`config.mk`:
```
export PLATFORM = sky130hd
export DESIGN_NAME = local_vector_table_and_timer
export DESIGN_NICKNAME = d
export VERILOG_FILES = /design/src/lvt_pkg.sv /design/src/local_vector_table_and_timer.sv /design/src/timer_prescaler.sv
export VERILOG_INCLUDE_DIRS = /design/src
export SDC_FILE = /design/constraint.sdc
export NUM_CORES = 1
export LEC_CHECK = 0
export BUFFER_PORTS_ARGS = -buffer_cell sky130_fd_sc_hd__clkbuf_2
export CAP_MARGIN = 10
export CORE_ASPECT_RATIO = 1.1
export CORE_UTILIZATION = 40
export CTS_BUF_LIST = sky130_fd_sc_hd__clkbuf_16
export DETAILED_ROUTE_END_ITERATION = 10
export MAX_ROUTING_LAYER = met4
export REMOVE_ABC_BUFFERS = 1
export SLEW_MARGIN = 25
export SYNTH_ARGS = -nofsm -noshare
export SYNTH_HDL_FRONTEND = slang
export SYNTH_SLANG_ARGS = --single-unit
```
`constraint.sdc`:
```
create_clock -name sys_clk_i -period 2.52 [get_ports sys_clk_i]
set_input_delay 0 -clock sys_clk_i [delete_from_list [all_inputs] [get_ports sys_clk_i]]
set_output_delay 0 -clock sys_clk_i [all_outputs]
set_load 0.01 [all_outputs]
```
`src/lvt_defines.svh`:
```
// Register offsets, field positions, reset values, vector limit and divide codes
`ifndef TABLE_DEFINES_SVH
`define TABLE_DEFINES_SVH

// ********************
// Register offsets
// ********************
`define OFF_TIMER_ENTRY    12'h320
`define OFF_INPUT0_ENTRY   12'h350
`define OFF_INPUT1_ENTRY   12'h360
`define OFF_START_COUNT    12'h380
`define OFF_LIVE_COUNT     12'h390
`define OFF_CLOCK_DIVIDER  12'h3E0
`define OFF_EXT_CONTROL    12'h410
`define OFF_SPECIFIC_EOI   12'h420
`define OFF_IER_FIRST      12'h480
`define OFF_IER_LAST       12'h4F0

// ********************
// Field positions
// ********************
`define XCTL_WIDE_ID_BIT   2
`define XCTL_SPEC_EOI_BIT  1
`define XCTL_IER_WR_BIT    0
`define ENTRY_PERIODIC_BIT 17
`define ENTRY_MASK_BIT     16
`define ENTRY_LEVEL_BIT    15
`define ENTRY_REMOTE_BIT   14
`define ENTRY_PENDING_BIT  12
`define DIV_CODE_HI_BIT    3

// ********************
// Reset values and limits
// ********************
`define ENTRY_RESET_VALUE  32'h0001_0000
`define VECTOR_FIRST_LEGAL 8'h10
`define DIV_BY_ONE_CODE    3'h7
`define DIV_MAX_CODE       3'h6

`endif

```
`src/lvt_pkg.sv`:
```
// Types shared by the local vector table block
package vector_table_pkg;

   typedef enum logic [2:0] {
      MSG_FIXED  = 3'b000,
      MSG_SMI    = 3'b010,
      MSG_NMI    = 3'b100,
      MSG_EXTINT = 3'b111
   } msg_type_t;

   // Writable part of one vector table entry
   typedef struct packed {
      logic       timer_periodic_select;
      logic       mask;
      logic       level_trigger_select;
      logic [2:0] message_type;
      logic [7:0] vector_number;
   } table_entry_t;

   // One message handed to the core interrupt handler
   typedef struct packed {
      logic [2:0] message_type;
      logic [7:0] vector_number;
   } deliver_t;

endpackage

```
`src/local_vector_table_and_timer.sv`:
```
// Local vector table entries, local inputs and the count-down timer
//
// Functional notes
// - Wide identifier bit selects eight or four bits
// - Specific EOI write acts only when enabled
// - Enable register writes pass only when enabled
// - Entry field layout; reserved bits read zero
// - Fixed vector below 16 raises illegal error
// - NMI ignores vector; SMI sends vector 00h
// - Message type decode: fixed, SMI, NMI, external
// - Pending bit until delivered, then request set for fixed messages
// - Remote flag set on level accept, EOI clears
// - Remote flag set holds further level requests
// - Trigger bit picks level; SMI/NMI always edge
// - Mask bit blocks reception of the source
// - Timer mode bit: periodic or one-shot
// - One-shot loads, counts down, interrupts at zero
// - Periodic reloads at zero and interrupts again
// - Live count register reads running timer value
// - Start count copied into live count
// - Divide code selects core clock divisor
// - Local input messages raise maskable local interrupts
// - Trigger bit counts for inputs only when fixed
// - Separate entry per local source
// - Entries reset to masked value
// - Software disable forces all masks set
`timescale 1ns/100ps
`default_nettype none
`include "lvt_defines.svh"

module local_vector_table_and_timer #(
   parameter int N_ENTRY = 3
) (
   // Clock and reset
   input  wire logic                  sys_clk_i,
   input  wire logic                  rst_n_i,
   // Register port
   input  wire logic                  reg_wr_i,
   input  wire logic                  reg_rd_i,
   input  wire logic [11:0]           reg_addr_i,
   input  wire logic [31:0]           reg_wdata_i,
   output logic [31:0]                reg_rdata_o,
   // Controller state from elsewhere
   input  wire logic                  sw_enable_i,
   input  wire logic [7:0]            raw_identifier_i,
   output logic [7:0]                 identifier_o,
   // Local input messages
   input  wire logic                  local_input_0_i,
   input  wire logic                  local_input_1_i,
   // End of interrupt
   input  wire logic                  eoi_valid_i,
   input  wire logic [7:0]            eoi_vector_i,
   output logic                       specific_end_of_interrupt_o,
   output logic [7:0]                 specific_eoi_vector_o,
   // Enable register writes
   output logic                       ier_wr_o,
   output logic [11:0]                ier_addr_o,
   output logic [31:0]                ier_wdata_o,
   // Core interrupt handler
   output logic                       deliver_valid_o,
   output vector_table_pkg::deliver_t deliver_o,
   input  wire logic                  deliver_ack_i,
   output logic                       request_pending_set_o,
   output logic [7:0]                 request_pending_vector_o,
   output logic                       illegal_vector_o
);
   import vector_table_pkg::*;

   // ********************
   // Registers
   // ********************
   // Full register word; only the stored fields are taken from it
   localparam logic [31:0] ENTRY_RESET_WORD = `ENTRY_RESET_VALUE;
   table_entry_t entry_ff [N_ENTRY];
   logic [N_ENTRY-1:0] delivery_pending_ff;
   logic [N_ENTRY-1:0] remote_request_flag_ff;
   logic [N_ENTRY-1:0] input_prev_ff;
   logic [2:0]  ext_ctl_ff;
   logic [3:0]  divider_ff;
   logic [31:0] start_count_value_ff;
   logic [31:0] live_count_value_ff;
   logic        running_ff;
   logic        expiry_ff;
   logic        out_valid_ff;
   logic [1:0]  out_idx_ff;
   logic [11:0] entry_off [N_ENTRY];

   logic [N_ENTRY-1:0] raw_req;
   logic [N_ENTRY-1:0] level_mode;
   logic [N_ENTRY-1:0] req;
   logic [N_ENTRY-1:0] accept;
   logic [N_ENTRY-1:0] illegal;
   logic [N_ENTRY-1:0] eoi_hit;
   logic [N_ENTRY-1:0] entry_wr;
   logic        start_wr;
   logic        tick;
   logic [2:0]  divide_code;
   logic        spec_eoi_fire;
   logic [1:0]  grant_idx;
   logic        grant_any;

   assign entry_off[0] = `OFF_TIMER_ENTRY;
   assign entry_off[1] = `OFF_INPUT0_ENTRY;
   assign entry_off[2] = `OFF_INPUT1_ENTRY;
   assign raw_req = {local_input_1_i, local_input_0_i, expiry_ff};
   assign start_wr = reg_wr_i && (reg_addr_i == `OFF_START_COUNT);
   assign divide_code = {divider_ff[`DIV_CODE_HI_BIT], divider_ff[1:0]};
   assign spec_eoi_fire = reg_wr_i && (reg_addr_i == `OFF_SPECIFIC_EOI)
                          && ext_ctl_ff[`XCTL_SPEC_EOI_BIT];

   // ********************
   // Extended control and identifier
   // ********************
   always_ff @(posedge sys_clk_i) begin
      if (!rst_n_i) begin
         ext_ctl_ff <= 3'h0;
      end else if (reg_wr_i && reg_addr_i == `OFF_EXT_CONTROL) begin
         ext_ctl_ff <= reg_wdata_i[2:0];
      end
   end

   always_ff @(posedge sys_clk_i) begin
      if (!rst_n_i) begin
         identifier_o <= 8'h00;
      end else if (ext_ctl_ff[`XCTL_WIDE_ID_BIT]) begin
         identifier_o <= raw_identifier_i;
      end else begin
         identifier_o <= {4'h0, raw_identifier_i[3:0]};
      end
   end

   // Specific EOI and enable register write forwarding
   always_ff @(posedge sys_clk_i) begin
      if (!rst_n_i) begin
         specific_end_of_interrupt_o <= 1'b0;
         specific_eoi_vector_o       <= 8'h00;
         ier_wr_o                    <= 1'b0;
         ier_addr_o                  <= 12'h000;
         ier_wdata_o                 <= 32'h0000_0000;
      end else begin
         specific_end_of_interrupt_o <= spec_eoi_fire;
         if (spec_eoi_fire) begin
            specific_eoi_vector_o <= reg_wdata_i[7:0];
         end
         // Writes while disabled are dropped silently
         ier_wr_o <= reg_wr_i && ext_ctl_ff[`XCTL_IER_WR_BIT]
                     && reg_addr_i >= `OFF_IER_FIRST
                     && reg_addr_i <= `OFF_IER_LAST;
         ier_addr_o  <= reg_addr_i;
         ier_wdata_o <= reg_wdata_i;
      end
   end

   // ********************
   // Vector table entries
   // ********************
   genvar gi;
   generate
      for (gi = 0; gi < N_ENTRY; gi++) begin : g_entry
         assign entry_wr[gi] = reg_wr_i && (reg_addr_i == entry_off[gi]);
         // Timer source has no trigger choice; inputs only when fixed
         assign level_mode[gi] = (gi != 0) && entry_ff[gi].level_trigger_select
                                 && (entry_ff[gi].message_type == MSG_FIXED);
         assign req[gi] = level_mode[gi] ? raw_req[gi]
                          : (raw_req[gi] && !input_prev_ff[gi]);
         assign accept[gi] = req[gi] && !entry_ff[gi].mask
                             && !delivery_pending_ff[gi]
                             && !(level_mode[gi] && remote_request_flag_ff[gi])
                             && !illegal[gi];
         assign illegal[gi] = req[gi] && !entry_ff[gi].mask
                              && entry_ff[gi].message_type == MSG_FIXED
                              && entry_ff[gi].vector_number < `VECTOR_FIRST_LEGAL;
         assign eoi_hit[gi] = (eoi_valid_i && eoi_vector_i == entry_ff[gi].vector_number)
                              || (spec_eoi_fire
                                  && reg_wdata_i[7:0] == entry_ff[gi].vector_number);

         always_ff @(posedge sys_clk_i) begin
            if (!rst_n_i) begin
               // A plain cast would keep only the low bits and lose the mask
               entry_ff[gi] <= {ENTRY_RESET_WORD[17:15], ENTRY_RESET_WORD[10:0]};
            end else begin
               if (entry_wr[gi]) begin
                  // Reserved bits are not stored, so they read back zero
                  entry_ff[gi] <= {reg_wdata_i[17:15], reg_wdata_i[10:0]};
               end
               if (!sw_enable_i) begin
                  entry_ff[gi].mask <= 1'b1;
               end
            end
         end

         always_ff @(posedge sys_clk_i) begin
            if (!rst_n_i) begin
               remote_request_flag_ff[gi] <= 1'b0;
            end else if (accept[gi] && level_mode[gi]) begin
               remote_request_flag_ff[gi] <= 1'b1;
            end else if (eoi_hit[gi]) begin
               remote_request_flag_ff[gi] <= 1'b0;
            end
         end

         always_ff @(posedge sys_clk_i) begin
            if (!rst_n_i) begin
               delivery_pending_ff[gi] <= 1'b0;
               input_prev_ff[gi]       <= 1'b0;
            end else begin
               input_prev_ff[gi] <= raw_req[gi];
               if (accept[gi]) begin
                  delivery_pending_ff[gi] <= 1'b1;
               end else if (out_valid_ff && deliver_ack_i && out_idx_ff == 2'(gi)) begin
                  delivery_pending_ff[gi] <= 1'b0;
               end
            end
         end
      end
   endgenerate

   // ********************
   // Delivery to the core
   // ********************
   always_comb begin
      grant_any = 1'b0;
      grant_idx = 2'h0;
      for (int i = N_ENTRY - 1; i >= 0; i--) begin
         if (delivery_pending_ff[i]) begin
            grant_any = 1'b1;
            grant_idx = 2'(i);
         end
      end
   end

   always_ff @(posedge sys_clk_i) begin
      if (!rst_n_i) begin
         out_valid_ff <= 1'b0;
         out_idx_ff   <= 2'h0;
         deliver_o    <= '0;
      end else if (out_valid_ff) begin
         if (deliver_ack_i) begin
            out_valid_ff <= 1'b0;
         end
      end else if (grant_any) begin
         out_valid_ff <= 1'b1;
         out_idx_ff   <= grant_idx;
         deliver_o.message_type <= entry_ff[grant_idx].message_type;
         unique case (msg_type_t'(entry_ff[grant_idx].message_type))
            MSG_FIXED, MSG_EXTINT: begin
               deliver_o.vector_number <= entry_ff[grant_idx].vector_number;
            end
            MSG_SMI, MSG_NMI: begin
               deliver_o.vector_number <= 8'h00;
            end
            default: begin
               deliver_o.vector_number <= entry_ff[grant_idx].vector_number;
            end
         endcase
      end
   end
   assign deliver_valid_o = out_valid_ff;

   always_ff @(posedge sys_clk_i) begin
      if (!rst_n_i) begin
         request_pending_set_o    <= 1'b0;
         request_pending_vector_o <= 8'h00;
         illegal_vector_o         <= 1'b0;
      end else begin
         // Only fixed messages own a request bit
         request_pending_set_o <= out_valid_ff && deliver_ack_i
                                  && deliver_o.message_type == MSG_FIXED;
         request_pending_vector_o <= deliver_o.vector_number;
         illegal_vector_o         <= |illegal;
      end
   end

   // ********************
   // Timer
   // ********************
   timer_prescaler #(
      .CNT_W         (7)
   ) u_prescaler (
      .sys_clk_i     (sys_clk_i),
      .rst_n_i       (rst_n_i),
      .restart_i     (start_wr),
      .divide_code_i (divide_code),
      .tick_o        (tick)
   );

   always_ff @(posedge sys_clk_i) begin
      if (!rst_n_i) begin
         divider_ff           <= 4'h0;
         start_count_value_ff <= 32'h0000_0000;
      end else begin
         if (reg_wr_i && reg_addr_i == `OFF_CLOCK_DIVIDER) begin
            divider_ff <= {reg_wdata_i[3], 1'b0, reg_wdata_i[1:0]};
         end
         if (start_wr) begin
            start_count_value_ff <= reg_wdata_i;
         end
      end
   end

   always_ff @(posedge sys_clk_i) begin
      if (!rst_n_i) begin
         live_count_value_ff <= 32'h0000_0000;
         running_ff          <= 1'b0;
         expiry_ff           <= 1'b0;
      end else begin
         expiry_ff <= 1'b0;
         if (start_wr) begin
            live_count_value_ff <= reg_wdata_i;
            running_ff          <= (reg_wdata_i != 32'h0000_0000);
         end else if (running_ff && tick) begin
            if (live_count_value_ff == 32'h0000_0001) begin
               expiry_ff <= 1'b1;
               if (entry_ff[0].timer_periodic_select) begin
                  // Reload in the same tick, so zero never shows
                  live_count_value_ff <= start_count_value_ff;
               end else begin
                  live_count_value_ff <= 32'h0000_0000;
                  running_ff          <= 1'b0;
               end
            end else begin
               live_count_value_ff <= live_count_value_ff - 32'h0000_0001;
            end
         end
      end
   end

   // ********************
   // Register read
   // ********************
   always_ff @(posedge sys_clk_i) begin
      if (!rst_n_i) begin
         reg_rdata_o <= 32'h0000_0000;
      end else if (reg_rd_i) begin
         reg_rdata_o <= 32'h0000_0000;
         for (int i = 0; i < N_ENTRY; i++) begin
            if (reg_addr_i == entry_off[i]) begin
               reg_rdata_o <= {14'h0000, entry_ff[i].timer_periodic_select,
                               entry_ff[i].mask, entry_ff[i].level_trigger_select,
                               remote_request_flag_ff[i], 1'b0, delivery_pending_ff[i],
                               1'b0, entry_ff[i].message_type,
                               entry_ff[i].vector_number};
            end
         end
         unique case (reg_addr_i)
            `OFF_START_COUNT:   reg_rdata_o <= start_count_value_ff;
            `OFF_LIVE_COUNT:    reg_rdata_o <= live_count_value_ff;
            `OFF_CLOCK_DIVIDER: reg_rdata_o <= {28'h0000000, divider_ff};
            `OFF_EXT_CONTROL:   reg_rdata_o <= {29'h00000000, ext_ctl_ff};
            default: begin
            end
         endcase
      end
   end

   // ********************
   // Checks
   // ********************
   a_mask_blocks_accept: assert property (@(posedge sys_clk_i) disable iff (!rst_n_i)
      entry_ff[1].mask |-> !accept[1]) else $error("masked input accepted");

   a_illegal_vector_flag: assert property (@(posedge sys_clk_i) disable iff (!rst_n_i)
      illegal[0] || illegal[1] || illegal[2] |=> illegal_vector_o)
      else $error("illegal vector not flagged");

   a_spec_eoi_gate: assert property (@(posedge sys_clk_i) disable iff (!rst_n_i)
      specific_end_of_interrupt_o |-> $past(ext_ctl_ff[`XCTL_SPEC_EOI_BIT]))
      else $error("specific EOI while disabled");

   a_ier_write_gate: assert property (@(posedge sys_clk_i) disable iff (!rst_n_i)
      ier_wr_o |-> $past(ext_ctl_ff[`XCTL_IER_WR_BIT]) && $past(reg_wr_i))
      else $error("enable register write while disabled");

   a_remote_holds: assert property (@(posedge sys_clk_i) disable iff (!rst_n_i)
      level_mode[1] && remote_request_flag_ff[1] |-> !accept[1])
      else $error("level request passed remote flag");

   a_oneshot_stop: assert property (@(posedge sys_clk_i) disable iff (!rst_n_i)
      expiry_ff && !entry_ff[0].timer_periodic_select && !$past(start_wr)
      |-> live_count_value_ff == 32'h0000_0000 && !running_ff)
      else $error("one-shot timer kept counting");

   a_periodic_reload: assert property (@(posedge sys_clk_i) disable iff (!rst_n_i)
      running_ff && tick && !start_wr && live_count_value_ff == 32'h0000_0001
      && entry_ff[0].timer_periodic_select
      |=> live_count_value_ff == start_count_value_ff && running_ff && expiry_ff)
      else $error("periodic timer did not reload");

   a_start_load: assert property (@(posedge sys_clk_i) disable iff (!rst_n_i)
      start_wr |=> live_count_value_ff == $past(reg_wdata_i)
      && running_ff == ($past(reg_wdata_i) != 32'h0000_0000))
      else $error("start count not loaded");

   a_disable_masks: assert property (@(posedge sys_clk_i) disable iff (!rst_n_i)
      !sw_enable_i |=> entry_ff[0].mask && entry_ff[1].mask && entry_ff[2].mask)
      else $error("mask clear while disabled");

   a_narrow_identifier: assert property (@(posedge sys_clk_i) disable iff (!rst_n_i)
      !ext_ctl_ff[`XCTL_WIDE_ID_BIT] |=> identifier_o[7:4] == 4'h0)
      else $error("upper identifier bits used");

   c_timer_expiry: cover property (@(posedge sys_clk_i) disable iff (!rst_n_i)
      expiry_ff ##[1:300] expiry_ff);
   c_level_eoi: cover property (@(posedge sys_clk_i) disable iff (!rst_n_i)
      remote_request_flag_ff[1] ##[1:50] !remote_request_flag_ff[1]);
   c_delivery: cover property (@(posedge sys_clk_i) disable iff (!rst_n_i)
      deliver_valid_o && deliver_ack_i ##1 request_pending_set_o);

endmodule // local_vector_table_and_timer
`default_nettype wire

```
`src/timer_prescaler.sv`:
```
// Core clock divider producing the timer count strobe
`timescale 1ns/100ps
`default_nettype none
`include "lvt_defines.svh"

module timer_prescaler #(
   parameter int CNT_W = 7
) (
   // Clock and reset
   input  wire logic       sys_clk_i,
   input  wire logic       rst_n_i,
   // Control
   input  wire logic       restart_i,
   input  wire logic [2:0] divide_code_i,
   // Strobe
   output logic            tick_o
);

   logic [CNT_W-1:0] div_cnt_ff;
   logic [CNT_W-1:0] div_mask;

   // Code 0 keeps one bit (divide by 2), code 6 keeps seven (divide by 128)
   assign div_mask = {CNT_W{1'b1}} >> (`DIV_MAX_CODE - divide_code_i);

   always_ff @(posedge sys_clk_i) begin
      if (!rst_n_i || restart_i) begin
         div_cnt_ff <= '0;
      end else begin
         div_cnt_ff <= div_cnt_ff + CNT_W'(1);
      end
   end

   always_comb begin
      if (divide_code_i == `DIV_BY_ONE_CODE) begin
         tick_o = 1'b1;
      end else begin
         tick_o = ((div_cnt_ff & div_mask) == div_mask);
      end
   end

endmodule // timer_prescaler
`default_nettype wire

```
### Word level (Yosys, flattened, before mapping)

Memories as Yosys holds them, arrays and structs flattened.
Index checks and enable logic that the tools add are counted.

| operators by class | value |
|---|---|
| add/sub/neg operators | 3 |
| order comparisons | 5 |
| eq/ne operators | 20 |
| shift-type cells | 1 |
| muxes and demuxes | 55 |
| bitwise operators | 10 |
| reduce and logical (&&, ||, !) cells | 84 |

Operators with widths:

| cell | number |
|---|---|
| 32-bit 2-to-1 mux | 6 |
| 32-bit case mux with 4 select lines | 1 |
| 12-bit by 10-bit == test with 1-bit output (second input constant) | 6 |
| 1-bit logical AND | 47 |
| 14-bit 2-to-1 mux | 3 |
| 1-bit 2-to-1 mux | 40 |
| 32-bit by 1-bit == test with 1-bit output (second input constant) | 1 |
| 8-bit == test | 4 |
| 32-bit nonzero test | 1 |
| 32-bit by 1-bit subtractor with 32-bit output (second input constant) | 1 |
| 12-bit by 11-bit == test with 1-bit output (second input constant) | 2 |
| 8-bit by 5-bit less-than comparator with 1-bit output (second input constant) | 3 |
| 18-bit 2-to-1 mux | 1 |
| 1-bit logical NOT | 15 |
| 2-bit nonzero test | 7 |
| 12-bit by 11-bit >= comparator with 1-bit output (second input constant) | 1 |
| 12-bit by 11-bit <= comparator with 1-bit output (second input constant) | 1 |
| 3-bit logical NOT | 4 |
| 8-bit 2-to-1 mux | 1 |
| 7-bit by 1-bit adder with 7-bit output (second input constant) | 1 |
| 7-bit bitwise AND | 1 |
| 7-bit == test | 1 |
| 7-bit by 3-bit >> shifter with 7-bit output (first input constant) | 1 |
| 3-bit == test (second input constant) | 2 |
| other kinds (14) | 27 |

| word-level totals | value |
|---|---|
| register bits | 205 |
| RAM bits | 42 |
| input bits | 69 |
| output and inout port bits | 116 |
| word-level logic and storage cells | 209 |
| memories kept | 1 |

Memories:

| memory | depth | bits a word | rd ports | clocked after memory_dff | write ports | line | text |
|---|---|---|---|---|---|---|---|
| entry_ff | 3 | 14 | 4 | 0 | 3 | local_vector_table_and_timer.sv:74 | `table_entry_t entry_ff [N_ENTRY];` |

### Longest topological paths before layout

An unclocked memory read counts as a cell.

| depth | value |
|---|---|
| depth after elaboration | 11 |
| gate-level depth with buffers | 10 |
| mapped depth without buffers | 8 |

### Hierarchy

A second synthesis with hierarchy kept.

| second synthesis, totals | value |
|---|---|
| cell total of the unflattened synthesis | 1237 |
| area, all modules | 10983.0 um^2 |

Modules (own cells, without submodules):

| module | times used | cells each | area each (um^2) | seq. area each (um^2) |
|---|---|---|---|---|
| local_vector_table_and_timer | 1 | 1194 | 10615.2 | 5225.0 |
| timer_prescaler | 1 | 43 | 367.9 | 140.1 |

### Worst setup path after synthesis

Ideal clock, no wire load.

| path | value |
|---|---|
| kind | flip-flop to flip-flop |
| start | register divider_ff[0] |
| end | register live_count_value_ff[13] |
| setup time | 122 ps |
| arrival time | 2343 ps |
| required time | 2398 ps |
| setup slack | 55 ps |
| cell stages (with the launch flop) | 11 |
| buffers on the path | 2 |
| clock period less this slack | 2465 ps |
| cell sequence | dfxtp_1 -> ha_1 -> ha_1 -> nand2b_1 -> a211oi_1 -> or3_1 -> buf_2 -> nor2_1 -> and3_1 -> buf_4 -> a221o_1 |

| between the ends | value |
|---|---|
| cells in the longest elaborated chain, start to end | 7 |
| elaborated cells between the ends (all ways) | 8 |
| classes of those cells | add/sub: 1; eq/ne: 2; shift: 1; mux: 1; bitwise: 1; reduce/logical: 2 |

Ends and longest elaborated chain:

| what | line | text |
|---|---|---|
| start, declared | local_vector_table_and_timer.sv:79 | `logic [3:0] divider_ff;` |
| start signal, assigned | local_vector_table_and_timer.sv:293 | `divider_ff <= {reg_wdata_i[3], 1'b0, reg_wdata_i[1:0]};` |
| 3-bit subtractor (no line) | n/a |  |
| 7-bit by 3-bit >> shifter with 7-bit output | timer_prescaler.sv:23 | `` assign div_mask = {CNT_W{1'b1}} >> (`DIV_MAX_CODE - divide_code_i); `` |
| 7-bit bitwise AND | timer_prescaler.sv:37 | `tick_o = ((div_cnt_ff & div_mask) == div_mask);` |
| 7-bit == test | timer_prescaler.sv:37 |  |
| 1-bit 2-to-1 mux (*) | timer_prescaler.sv:34 | `` if (divide_code_i == `DIV_BY_ONE_CODE) begin `` |
| 1-bit logical AND (*) | local_vector_table_and_timer.sv:311 | `end else if (running_ff && tick) begin` |
| 2-bit nonzero test (no line) (*) | n/a |  |
| end signal, assigned | local_vector_table_and_timer.sv:309 | `live_count_value_ff <= reg_wdata_i;` |
| end signal, assigned | local_vector_table_and_timer.sv:316 | `live_count_value_ff <= start_count_value_ff;` |
| end signal, assigned | local_vector_table_and_timer.sv:322 | `live_count_value_ff <= live_count_value_ff - 32'h0000_0001;` |
| end, declared | local_vector_table_and_timer.sv:81 | `logic [31:0] live_count_value_ff;` |

Every way passes the cells marked *; elsewhere a longest branch is shown, timed or not.
A chain may end at the register's enable or synchronous reset.

### Worst setup path after layout

| path | value |
|---|---|
| start | register live_count_value_ff[14] |
| end | register live_count_value_ff[29] |

| between the ends | value |
|---|---|
| cells in the longest elaborated chain, start to end | 4 |
| elaborated cells between the ends (all ways) | 5 |
| classes of those cells | add/sub: 1; eq/ne: 1; mux: 3 |

Ends and longest elaborated chain:

| what | line | text |
|---|---|---|
| 32-bit by 1-bit subtractor with 32-bit output or 32-bit by 1-bit == test with 1-bit output (tied branches) | local_vector_table_and_timer.sv:322, local_vector_table_and_timer.sv:312 |  |
| 32-bit 2-to-1 mux (*) | local_vector_table_and_timer.sv:312 | `if (live_count_value_ff == 32'h0000_0001) begin` |
| 32-bit 2-to-1 mux (*) | local_vector_table_and_timer.sv:311 |  |
| 32-bit 2-to-1 mux (*) | local_vector_table_and_timer.sv:308 | `if (start_wr) begin` |

Every way passes the cells marked *; elsewhere a longest branch is shown, timed or not. The select of a mux whose other input is x is not followed.

==> results.md <==
* Synth warn at 0
* Mapped Cells at 1263
* Largest net degree at the start of global routing at 73
* Initial antenna violation count at 0
* Final GP Congestion at 0.8811
* Static Leak at 5.897 nW
* Main combinational cell family by area after synthesis: simple AND/OR/NAND/NOR gates
* Setup Skew at 0.01325 ns
* Top fanout value on the critical path at 8
* Compound-gate portion of the synthesized area at 17.57%
* CTS Root Cell: clkbuf_16
* Peak supply drop at 0.0004260 V
* Ys async rst share at 0%
* Mapped Area at 11290 um2
* Boundary pin count at 185
* Non-filler cells, final at 1904
* Dpl ws at 0.01383 ns
* PwrDens at 603.7 nW/um2
* WL per Instance at 19.31 um
* Tot Pwr at 8.677 mW
* Synth Register Bits at 247
* TritonCTS Buffers at 27
* GR Overflow Total at 0
* Core area at 27790 um2
* Post-Synth Simple-Gate Area at 22.86%
* Fin crit period at 2.400 ns
* GRT Total Usage at 25.90%
* Clock Path Buffers at 3
* Max-Cap Viols at 0
* Avg Inst Size Synth at 8.941 um2
* Most common cell after layout, fill and taps aside: dfxtp_1
* Port Buf Inserts at 184
* DR pass1 iterations at 7
* Final period util at 95.24%
* DRC viols at 0
* Post-DR vias/cell at 5.533
* Synth Area in XOR/XNOR at 4.266%
* Final Slew Violations at 0
* Clock sinks at 247
* Fraction of layout cells with a size suffix above 1 at 22.58%
* Worst-Skew Late Latency at 0.53 ns
* Antenna diode count at 0
* Setup CP Type: reg2reg
* Final setup viols at 0
* Ys flop type: dfxtp_1
* Adder-cell share of the synthesized area at 0.7756%
* Clock slew seen by the registers of the worst setup and hold paths at 0.07 ns
* CP arrival at 2.82 ns
* CTS H-tree lvls at 1
* DP Area at 12960 um2
* Fin Hold WS at 0.01440 ns
* Via count at 10534
* Worst Tran Pin Value at 0.8195 ns
* Sequential fraction of the synthesis area at 47.51%
* Num rows at 64
* Yosys cell types at 70
* Post-route cell area at 14370 um2
* Critical Path RT at 2.94 ns
* Mux contribution to synthesized area at 2.548%
* Initial DRC count at 890
* Die area at 28910 um2
* CP startpoint kind: flip-flop
* Global-route wire length before repair at 56800 um
* Commonest cells after routing, fill and taps aside: dfxtp_1, clkbuf_2, nand2_1
* ANT nets after route at 0
* Crit end category: flip-flop
* EDFF count, synth at 42
* Chip width at 162.2 um
* P&R area growth vs syn at 27.29%
* Dpl cells at 1798
* Final Hold Viols at 0
* Achievable frequency at 416.7 MHz
* Initial Util at 40.64%
* Chip height at 178.2 um
* Setup repair bufs after CTS at 0
* CTS tree: yes
* Relative slew slack at 45.37%
* Worst min path class: in2reg
* Status: finished, final reports clean
* Nets at 1597
* DP Wirelength at 26120 um
* Worst setup margin at 0.1200 ns
* Number of global-route vias before repair at 10113
* DRT Wirelength at 36760 um
## registers in the layout (all words and copies together), names as in the netlist, 7 cells and up
| register | count |
|---|---|
| reg_rdata_o | 32 |
| identifier_o | 8 |
| live_count_value_ff | 32 |
| specific_eoi_vector_o | 8 |
| ier_addr_o | 12 |
| request_pending_vector_o | 8 |
| start_count_value_ff | 32 |
| deliver_o | 11 |
| u_prescaler.div_cnt_ff | 7 |
| entry_ff | 42 |
| ier_wdata_o | 32 |
## cell families (layout without fill, tap and decap cells)
group | after synthesis | count (layout)
AO/OA/AOI/OAI | 292 | 292
XOR/XNOR | 55 | 55
adder cells (fa/ha/maj) | 7 | 7
buffers and inverters | 126 | 403
flip-flops | 247 | 247
multiplexers | 27 | 27
AND/OR/NAND/NOR | 509 | 510
## metal layers
metal  vias up  GRT usage (%)  wire [um]
li1       5063              -          -
met1      5011          32.43      15320
met2       406          43.69      17960
met3        54          3.511       2607
met4         0          7.075        877
met5         -              -          0
## worst paths after layout
check,slack (ns),cells after the start,startpoint,endpoint
worst max register to register,0.12,6,live_count_value_ff[14],live_count_value_ff[29]
worst min-delay path,0.01,5,eoi_valid_i,remote_request_flag_ff[1]
worst max-delay path,0.12,6,live_count_value_ff[14],live_count_value_ff[29]
worst min register to register,0.46,1,deliver_o[10],request_pending_set_o
## cell type report
| cell class | instances | area [um2] |
|---|---|---|
| Inverter | 29 | 108.9 |
| Tap cell | 363 | 454.2 |
| Fill cell | 2618 | 13410 |
| Clock inverter | 21 | 117.6 |
| Timing Repair Buffer | 325 | 2160 |
| Multi-Input combinational cell | 891 | 5466 |
| Sequential cell | 247 | 5366 |
| Clock buffer | 28 | 700.7 |
## metrics by stage
| stage | utilization [%] | TNS (ns) |
|---|---|---|
| floorplan | - | -57.55 |
| global placement | 46.63 | 0 |
| detailed placement | 46.63 | 0 |
| CTS | 51.59 | 0 |
| global route | 51.73 | -0.001823 |
| finish | 51.73 | 0 |
## critical path, cell delays in order, from the launching register on
cell     delay [ns]
dfxtp_1        0.43
or3_1          0.46
nor4_4         0.47
and3_2         0.36
nor2_2         0.07
buf_4          0.16
a221o_1        0.34
## timing repair
action / 4_1_cts / 5_1_grt
setup endpoints to repair: 0 / 23
hold buffers: 56 / 0
gates resized for setup: 0 / 7
hold endpoints to repair: 154 / 0
## synthesized netlist by cell type (10+ instances only)
cell type / count / area (um2)
a211oi_1: 24 / 180.2
a21oi_1: 93 / 465.5
a221o_1: 10 / 100.1
a221oi_1: 15 / 131.4
a22oi_1: 36 / 270.3
a31oi_1: 10 / 62.56
and2_1: 48 / 300.3
and3_1: 12 / 75.07
buf_2: 13 / 65.06
clkbuf_1: 77 / 289.0
dfxtp_1: 205 / 4104
edfxtp_1: 42 / 1261
inv_1: 28 / 105.1
mux2_2: 14 / 157.7
mux2i_1: 13 / 130.1
nand2_1: 147 / 551.8
nand3_1: 46 / 230.2
nand4_1: 14 / 87.58
nor2_1: 122 / 457.9
nor2b_1: 18 / 112.6
nor3_1: 29 / 145.1
nor4_1: 23 / 143.9
o211ai_1: 10 / 75.07
o21ai_0: 29 / 145.1
or3_1: 12 / 75.07
xnor2_1: 11 / 96.34
xor2_1: 44 / 385.4
## power breakdown
| part | leakage [nW] | total (mW) | switching [mW] | internal (mW) |
|---|---|---|---|---|
| sequential | 2.07 | 4.23 | 0.0939 | 4.14 |
| clock | 0.419 | 3.72 | 1.62 | 2.10 |
| combinational | 3.41 | 0.727 | 0.416 | 0.311 |
(Power assumes the default switching activity.)
